File: src/include/ebp_pkg.sv
package ebp_pkg;
    localparam int ADDR_W    = 26;
    localparam int DATA_W    = 32;
    localparam int HALF_W    = 16;
    localparam int AREA_W    = 3;
    localparam int MROM_N    = 8;
    localparam int LANE_N    = 4;
    // area encodings of the physical map
    localparam logic [2:0] AREA0 = 3'h0;
    localparam logic [2:0] AREA2 = 3'h2;
    localparam logic [2:0] AREA3 = 3'h3;
    localparam logic [2:0] AREA4 = 3'h4;
    localparam logic [2:0] AREA5 = 3'h5;
    localparam logic [2:0] AREA6 = 3'h6;
    // region split bit for the two row/column strobe pairs (32 Mbyte)
    localparam int UPPER_BIT = 25;
    // bus width codes
    localparam logic [1:0] WIDTH8  = 2'h0;
    localparam logic [1:0] WIDTH16 = 2'h1;
    localparam logic [1:0] WIDTH32 = 2'h2;
    // memory types
    typedef enum logic [1:0] {
        EBP_MEM_PLAIN = 2'b00,
        EBP_MEM_SDRAM = 2'b01,
        EBP_MEM_CARD  = 2'b10
    } ebp_mem_t;
    typedef enum logic [2:0] {
        EBP_ST_IDLE  = 3'b000,
        EBP_ST_START = 3'b001,
        EBP_ST_DATA  = 3'b010,
        EBP_ST_END   = 3'b011,
        EBP_ST_REL   = 3'b100
    } ebp_state_t;
    localparam logic [3:0] LANES_NONE = 4'h0;
    localparam logic [7:0] MROM_NONE  = 8'h00;
endpackage : ebp_pkg

File: src/core/ebp_sync.sv
`timescale 1ns/1ps
module ebp_sync (
    input  wire logic clock_i,
    input  wire logic reset_n_i,
    input  wire logic async_i,
    input  wire logic reset_val_i,
    output logic      sync_o
);
    logic meta_r;
    // reset level is fixed high; reset_val_i is left unused
    always_ff @(posedge clock_i or negedge reset_n_i) begin
        if (!reset_n_i) begin
            meta_r <= 1'b1;
            sync_o <= 1'b1;
        end else begin
            meta_r <= async_i;
            sync_o <= meta_r;
        end
    end
    logic unused_w;
    assign unused_w = reset_val_i;
endmodule : ebp_sync

File: src/core/ebp_bus_pins.sv
`timescale 1ns/1ps
// Notes on behaviour
// - start strobe each cycle and each burst beat
// - upper data lanes only at 32-bit width
// - one chip select per accessed area
// - areas 5/6 selects double as card enables
// - lane strobes write bytes for plain memory
// - lane strobes are data masks for DRAM
// - card: lane1 write, lane2 ioread, lane3 iowrite
// - direction line shows write, also for cards
// - read strobe during read cycles
// - lower row/column strobes for lower region
// - upper row/column strobes for upper region
// - drive DRAM clock enable output
// - wait input stretches current cycle
// - card 16-bit flag only in little-endian
// - release bus on request, then acknowledge
// - eight mask ROM selects, areas 0/2
// - second card-enable pair, one per area 5/6, follows the odd byte
module ebp_bus_pins #(
    parameter int BEATS_MAX = 4
) (
    input  wire logic                        clock_i,
    input  wire logic                        reset_n_i,
    // internal request side
    input  wire logic                        req_valid_i,
    output logic                             req_ready_o,
    input  wire logic                        req_write_i,
    input  wire logic [ebp_pkg::AREA_W-1:0]  req_area_i,
    input  wire logic [ebp_pkg::ADDR_W-1:0]  req_addr_i,
    input  wire logic [ebp_pkg::DATA_W-1:0]  req_wdata_i,
    input  wire logic [ebp_pkg::LANE_N-1:0]  req_lanes_i,
    input  wire logic [1:0]                  req_width_i,
    input  wire ebp_pkg::ebp_mem_t           req_mem_i,
    input  wire logic [2:0]                  req_beats_i,
    input  wire logic [ebp_pkg::MROM_N-1:0]  req_mrom_i,
    input  wire logic                        little_endian_i,
    input  wire logic                        sdram_cke_i,
    output logic                             done_o,
    output logic [ebp_pkg::DATA_W-1:0]       rdata_o,
    output logic                             io16_o,
    // pins
    output logic [ebp_pkg::ADDR_W-1:0]       addr_o,
    input  wire logic [ebp_pkg::DATA_W-1:0]  data_i,
    output logic [ebp_pkg::DATA_W-1:0]       data_o,
    output logic [1:0]                       data_oe_o,
    output logic                             cycle_start_strobe_n_o,
    output logic [3:0]                       area_selects_low_n_o,
    output logic                             area5_select_card_enable_n_o,
    output logic                             area6_select_card_enable_n_o,
    output logic [1:0]                       card_enable_second_pair_n_o,
    output logic                             rd_wr_o,
    output logic                             read_strobe_n_o,
    output logic                             row_strobe_lower_n_o,
    output logic                             row_strobe_upper_n_o,
    output logic                             column_strobe_lower_n_o,
    output logic                             column_strobe_upper_n_o,
    output logic                             lane0_strobe_n_o,
    output logic                             lane1_strobe_n_o,
    output logic                             lane2_strobe_n_o,
    output logic                             lane3_strobe_n_o,
    output logic                             clock_enable_o,
    input  wire logic                        wait_n_i,
    input  wire logic                        io16_n_i,
    input  wire logic                        bus_release_request_n_i,
    output logic                             bus_release_ack_n_o,
    output logic [ebp_pkg::MROM_N-1:0]       mask_rom_selects_n_o
);
    import ebp_pkg::*;

    // refuse burst limits the 3-bit beat counter cannot hold
    if (BEATS_MAX < 1 || BEATS_MAX > 7) begin : g_bad_beats
        $error("BEATS_MAX must be 1 to 7");
    end
    if (UPPER_BIT >= ADDR_W) begin : g_bad_split
        $error("UPPER_BIT must lie inside the address");
    end

    // wait, release and io16 pin inputs pass two stages: two cycles of lag
    logic wait_n_s;
    logic rel_req_n_s;
    logic io16_n_s;

    ebp_sync u_sync_wait (
        .clock_i     (clock_i),
        .reset_n_i   (reset_n_i),
        .async_i     (wait_n_i),
        .reset_val_i (1'b1),
        .sync_o      (wait_n_s)
    );
    ebp_sync u_sync_rel_req (
        .clock_i     (clock_i),
        .reset_n_i   (reset_n_i),
        .async_i     (bus_release_request_n_i),
        .reset_val_i (1'b1),
        .sync_o      (rel_req_n_s)
    );
    ebp_sync u_sync_io16 (
        .clock_i     (clock_i),
        .reset_n_i   (reset_n_i),
        .async_i     (io16_n_i),
        .reset_val_i (1'b1),
        .sync_o      (io16_n_s)
    );

    // burst length: zero means one beat, longer asks are clamped
    logic [2:0] beats_req;
    always_comb begin
        if (req_beats_i == 3'h0) begin
            beats_req = 3'h1;
        end else if (req_beats_i > 3'(BEATS_MAX)) begin
            beats_req = 3'(BEATS_MAX);
        end else begin
            beats_req = req_beats_i;
        end
    end

    typedef struct packed {
        ebp_state_t          state;
        logic                write;
        logic [AREA_W-1:0]   area;
        logic [ADDR_W-1:0]   addr;
        logic [DATA_W-1:0]   wdata;
        logic [LANE_N-1:0]   lanes;
        logic [1:0]          width;
        ebp_mem_t            mem;
        logic [2:0]          beats;
        logic [MROM_N-1:0]   mrom;
        logic                done;
        logic [DATA_W-1:0]   rdata;
        logic                io16;
        logic                cke;
    } ebp_regs_t;

    ebp_regs_t s_r;
    ebp_regs_t s_nxt;

    always_comb begin
        s_nxt      = s_r;
        s_nxt.done = 1'b0;
        s_nxt.cke  = sdram_cke_i;
        case (s_r.state)
            EBP_ST_IDLE: begin
                if (!rel_req_n_s) begin
                    s_nxt.state = EBP_ST_REL;
                end else if (req_valid_i) begin
                    s_nxt.state = EBP_ST_START;
                    s_nxt.write = req_write_i;
                    s_nxt.area  = req_area_i;
                    s_nxt.addr  = req_addr_i;
                    s_nxt.wdata = req_wdata_i;
                    s_nxt.lanes = req_lanes_i;
                    s_nxt.width = req_width_i;
                    s_nxt.mem   = req_mem_i;
                    s_nxt.beats = beats_req;
                    s_nxt.mrom  = req_mrom_i;
                end
            end
            EBP_ST_START: begin
                // row strobe and selects shown here
                s_nxt.state = EBP_ST_DATA;
            end
            EBP_ST_DATA: begin
                // wait stretch
                // read data taken as the wait lifts
                if (wait_n_s) begin
                    s_nxt.rdata = data_i;
                    s_nxt.done  = 1'b1;
                    s_nxt.io16  = little_endian_i && !io16_n_s
                                  && s_r.mem == EBP_MEM_CARD;
                    if (s_r.beats > 3'h1) begin
                        s_nxt.beats = s_r.beats - 3'h1;
                        s_nxt.addr  = s_r.addr + ADDR_W'(4);
                        s_nxt.state = EBP_ST_START;
                    end else begin
                        s_nxt.state = EBP_ST_END;
                    end
                end
            end
            EBP_ST_END: begin
                s_nxt.state = EBP_ST_IDLE;
            end
            EBP_ST_REL: begin
                // hold the bus off until the request drops
                if (rel_req_n_s) begin
                    s_nxt.state = EBP_ST_IDLE;
                end
            end
            default: begin
                s_nxt.state = EBP_ST_IDLE;
            end
        endcase
    end

    always_ff @(posedge clock_i or negedge reset_n_i) begin
        if (!reset_n_i) begin
            s_r <= '{state: EBP_ST_IDLE, mem: EBP_MEM_PLAIN, default: '0};
        end else begin
            s_r <= s_nxt;
        end
    end

    logic active;
    logic strobe_ph;
    logic card;
    logic sdram;
    // strobes, selects and drive enables gated by the active phase
    assign active    = s_r.state == EBP_ST_START
                       || s_r.state == EBP_ST_DATA;
    assign strobe_ph = s_r.state == EBP_ST_DATA;
    assign card      = s_r.mem == EBP_MEM_CARD;
    assign sdram     = s_r.mem == EBP_MEM_SDRAM;

    // combinational, so a request lands on the next edge
    assign req_ready_o = s_r.state == EBP_ST_IDLE && rel_req_n_s;
    assign done_o      = s_r.done;
    assign rdata_o     = s_r.rdata;
    assign io16_o      = s_r.io16;
    assign addr_o      = s_r.addr;
    assign data_o      = s_r.wdata;
    assign clock_enable_o = s_r.cke;
    assign bus_release_ack_n_o = s_r.state != EBP_ST_REL;

    always_comb begin
        data_oe_o = 2'h0;
        if (active && s_r.write) begin
            data_oe_o[0] = 1'b1;
            // narrower widths leave the upper half undriven
            data_oe_o[1] = s_r.width == WIDTH32;
        end
    end

    assign cycle_start_strobe_n_o = s_r.state != EBP_ST_START;

    always_comb begin
        area_selects_low_n_o = 4'hf;
        if (active) begin
            if (s_r.area == AREA0) begin
                area_selects_low_n_o[0] = 1'b0;
            end else if (s_r.area == AREA2) begin
                area_selects_low_n_o[1] = 1'b0;
            end else if (s_r.area == AREA3) begin
                area_selects_low_n_o[2] = 1'b0;
            end else if (s_r.area == AREA4) begin
                area_selects_low_n_o[3] = 1'b0;
            end
        end
    end
    always_comb begin
        area5_select_card_enable_n_o = 1'b1;
        area6_select_card_enable_n_o = 1'b1;
        card_enable_second_pair_n_o  = 2'h3;
        if (active && s_r.area == AREA5) begin
            area5_select_card_enable_n_o = 1'b0;
            // second pair follows the odd byte
            card_enable_second_pair_n_o[0] = !(card && s_r.lanes[1]);
        end else if (active && s_r.area == AREA6) begin
            area6_select_card_enable_n_o = 1'b0;
            card_enable_second_pair_n_o[1] = !(card && s_r.lanes[1]);
        end
    end

    always_comb begin
        rd_wr_o         = 1'b1;
        read_strobe_n_o = 1'b1;
        if (active && s_r.write) begin
            rd_wr_o = 1'b0;
        end
        if (strobe_ph && !s_r.write) begin
            // read strobe in the data phase only
            read_strobe_n_o = 1'b0;
        end
    end

    // one row/column pair per 32 Mbyte region
    logic upper_region;
    logic row_ph;
    assign upper_region = s_r.addr[UPPER_BIT];
    assign row_ph       = s_r.state == EBP_ST_START;
    always_comb begin
        row_strobe_lower_n_o    = 1'b1;
        row_strobe_upper_n_o    = 1'b1;
        column_strobe_lower_n_o = 1'b1;
        column_strobe_upper_n_o = 1'b1;
        if (sdram) begin
            if (!upper_region) begin
                // lower 32 Mbyte region (address bit 25 clear)
                row_strobe_lower_n_o    = !row_ph;
                column_strobe_lower_n_o = !strobe_ph;
            end else begin
                row_strobe_upper_n_o    = !row_ph;
                column_strobe_upper_n_o = !strobe_ph;
            end
        end
    end

    always_comb begin
        lane0_strobe_n_o = 1'b1;
        lane1_strobe_n_o = 1'b1;
        lane2_strobe_n_o = 1'b1;
        lane3_strobe_n_o = 1'b1;
        if (active && sdram) begin
            // masks high on lanes not selected
            lane0_strobe_n_o = !s_r.lanes[0];
            lane1_strobe_n_o = !s_r.lanes[1];
            lane2_strobe_n_o = !s_r.lanes[2];
            lane3_strobe_n_o = !s_r.lanes[3];
        end else if (strobe_ph && card) begin
            // card cycles are run as I/O cycles
            lane1_strobe_n_o = !s_r.write;
            lane2_strobe_n_o = s_r.write;
            lane3_strobe_n_o = !s_r.write;
        end else if (strobe_ph && s_r.write) begin
            lane0_strobe_n_o = !s_r.lanes[0];
            lane1_strobe_n_o = !s_r.lanes[1];
            lane2_strobe_n_o = !s_r.lanes[2];
            lane3_strobe_n_o = !s_r.lanes[3];
        end
    end

    // mask ROM picks only in areas 0 and 2
    logic mrom_area;
    assign mrom_area = s_r.area == AREA0 || s_r.area == AREA2;
    always_comb begin
        mask_rom_selects_n_o = ~MROM_NONE;
        if (active && mrom_area) begin
            mask_rom_selects_n_o = ~s_r.mrom;
        end
    end
endmodule : ebp_bus_pins

File: config.mk
export PLATFORM = sky130hd
export DESIGN_NAME = ebp_bus_pins
export DESIGN_NICKNAME = d
export VERILOG_FILES = /design/src/include/ebp_pkg.sv /design/src/core/ebp_sync.sv /design/src/core/ebp_bus_pins.sv
export SDC_FILE = /design/constraint.sdc
export NUM_CORES = 1
export LEC_CHECK = 0
export BUFFER_PORTS_ARGS = -buffer_cell sky130_fd_sc_hd__buf_2
export CORE_MARGIN = 4
export CORE_UTILIZATION = 45
export CTS_CLUSTER_DIAMETER = 60
export DETAILED_ROUTE_END_ITERATION = 6
export PLACE_DENSITY = 0.7
export SLEW_MARGIN = 10
export SYNTH_ARGS = -nofsm -noshare
export SYNTH_HDL_FRONTEND = slang
export SYNTH_HIERARCHICAL = 1
export SYNTH_SLANG_ARGS = --single-unit
File: constraint.sdc
create_clock -name clock_i -period 2.3 [get_ports clock_i]
set_input_delay 0.345 -clock clock_i [delete_from_list [all_inputs] [get_ports clock_i]]
set_output_delay 0.345 -clock clock_i [all_outputs]
set_load 0.005 [all_outputs]
==> flow_metrics.tcl <==
set metrics [dict create \
    min_path_type "input pin to flip-flop" \
    num_rows 43 \
    r2r_slack_ps 340 \
    cts_max_level 4 \
    cap_violations 0 \
    fin_ws_ps 57.6 \
    met3_usage 0.0581 \
    core_area_um2 13900 \
    fin_crit_sh 0.975 \
    overflow 0 \
    clock_skew_ps 6.83 \
    outcome "finished clean" \
    grt_max_degree 62 \
    rsz0062_at_grt "yes" \
    track_usage 0.199 \
    wl_mm 16.2 \
    timing_hold_violations_final 0 \
    reg2reg_from "s_r[116]$_DFFE_PN0P_" \
    initial_core_util 0.460 \
    clockBufferDepth 2 \
    cts_sinks 125 \
    startpoint "s_r[116]$_DFFE_PN0P_" \
    worstMarginPinSlew_ps 475 \
    vias 5202 \
    period_needed_ps 2240 \
    dpl_worst_slack_ps 342 \
    hp-start "wait_n_i" \
    critical_path.startpoint_type "flip-flop" \
    drive_gt1_frac 0.412 \
    critPathCaptureType "output port" \
    die_h_um 127 \
    clk_pin_slew_ps 50 \
    relSlewSlack 0.683 \
    r2r_cells 7 \
    cts-buffers-inserted 17 \
    dp_hpwl_mm 11.7 \
    p_leak_uw 0.00393 \
    cts_tree "yes" \
    final_antenna_net_count 0 \
    reg2reg_to "addr_o[2]$_DFFE_PN0P_" \
    clock.fmax_mhz 446 \
    ioPinCount 245 \
    power.density_nw_per_um2 1260 \
    synth_nets 806 \
    antenna_cells 0 \
    syn_area_um2 6390 \
    gp_congestion 0.839 \
    yosys_warnings 6 \
    worstPathArrival_ps 1900 \
    critPathKind "flip-flop to output port" \
    root_buffer "clkbuf_16" \
    wl_per_cell_um 15.7 \
    die_w_um 127 \
    fp.dieArea_um2 16200 \
    antenna_found_initial 1 \
    grtUsageMet2 0.324 \
    insertion_delay_ps 410 \
    grt_pass1_wl_mm 25.6 \
    drv_slew 0 \
    grt_busiest_layer "met2" \
    total_power_uw 9780 \
    grt.met1_usage 0.253 \
    grt_pass1_vias 5002 \
    postSynthAreaPerCell_um2 9.37 \
    drtPass1Iterations 4 \
    crit_end "card_enable_second_pair_n_o[1]" \
    drc 0 \
    critical_path_required_ps 1960 \
    syn2layout_area_growth_pct 21.8 \
    cp_max_fo 3 \
    vias_per_cell 5.05 \
    port_buffers 244 \
    fin_nets 961 \
    synthCells 682 \
    setup_viol 0 \
    drt-initial-drc-count 330 \
    ir_worst_vdd_uv 746 \
]
## cells in the final DEF (no fill, tap or decap), drive strengths merged, types with 3 or more instances in the layout
cell type	count
buf	263
nand2	191
dfrtp	119
a21oi	33
mux2	32
nor2	23
nand3	20
clkbuf	18
o21ai	18
nor3	13
a31oi	10
inv	9
and3	7
nand4	7
nor2b	6
dfstp	6
o22a	5
bufinv	5
and2	5
clkinv	5
nand2b	4
or3	3
a211oi	3
o21a	3
a2bb2oi	3
ha	3
clkinvlp	3
and4	3
a311oi	3
## state kept, by name, indices dropped and copies added (netlist names), 26 cells and up
| name | cells |
|---|---|
| addr_o | 26 |
| data_o | 32 |
| rdata_o | 32 |
| s_r | 26 |
## worst min path at each step
stage / end / depth (start not counted)
2_1_floorplan: addr_o[0]$_DFFE_PN0P_ / 0
6_report: u_sync_wait/meta_r$_DFF_PN1_ / 1
3_3_place_gp: data_o[25]$_DFFE_PN0P_ / 1
3_5_place_dp: data_o[25]$_DFFE_PN0P_ / 1
4_1_cts: u_sync_wait/meta_r$_DFF_PN1_ / 1
5_1_grt: u_sync_wait/meta_r$_DFF_PN1_ / 1
## per-layer routing
layer	up-vias	wire length (um)
met3	25	1190
met4	2	308
met2	203	8050
met1	2477	6630
li1	2495	-
met5	-	13
## worst max-delay path, cell delays in order (launching register included)
cell     delay (ps)
dfrtp_2         430
xor2_2          180
and2b_2         170
and2b_1         170
nand3_1         110
or3_1           310
buf_2           140
## power breakdown
| part | internal, uW | total, uW | switching (uW) |
|---|---|---|---|
| registers | 3210 | 3940 | 722 |
| clock network | 1930 | 2920 | 991 |
| logic | 1470 | 2920 | 1450 |
## cell type report
cell class                 count  area [um2]
fill                        1284        6100
timing repair buffer         264        1400
inverter                       8        30.0
sequential                   125        3140
clock buffer                  18         429
clock inverter                14         218
multi-input combinational    421        2340
tap                          180         225
## stage by stage
step / hold WS [ps] / utilization / cells / instance area (um2) / TNS [ps]
6_report: 36.4 / 0.560 / 1030 / 7780 / 0
5_1_grt: 20.5 / 0.560 / 1030 / 7780 / -177
4_1_cts: 20.9 / 0.560 / 1029 / 7770 / 0
3_5_place_dp: 334 / 0.511 / 995 / 7100 / 0
3_3_place_gp: 333 / 0.511 / 995 / 7100 / 0
2_1_floorplan: 49.4 / - / 682 / 6390 / 0
## repair_timing
item / 4_1_cts / 5_1_grt
endpoints found under the setup margin: 12 / 12
hold buffers: 1 / 0
pin swaps: 0 / 1
hold endpoints to repair: 32 / 0
setup buffers: 1 / 1
resized for setup: 2 / 2
gates cloned: 0 / 0
Note: power is estimated with default switching activity, not from simulation.
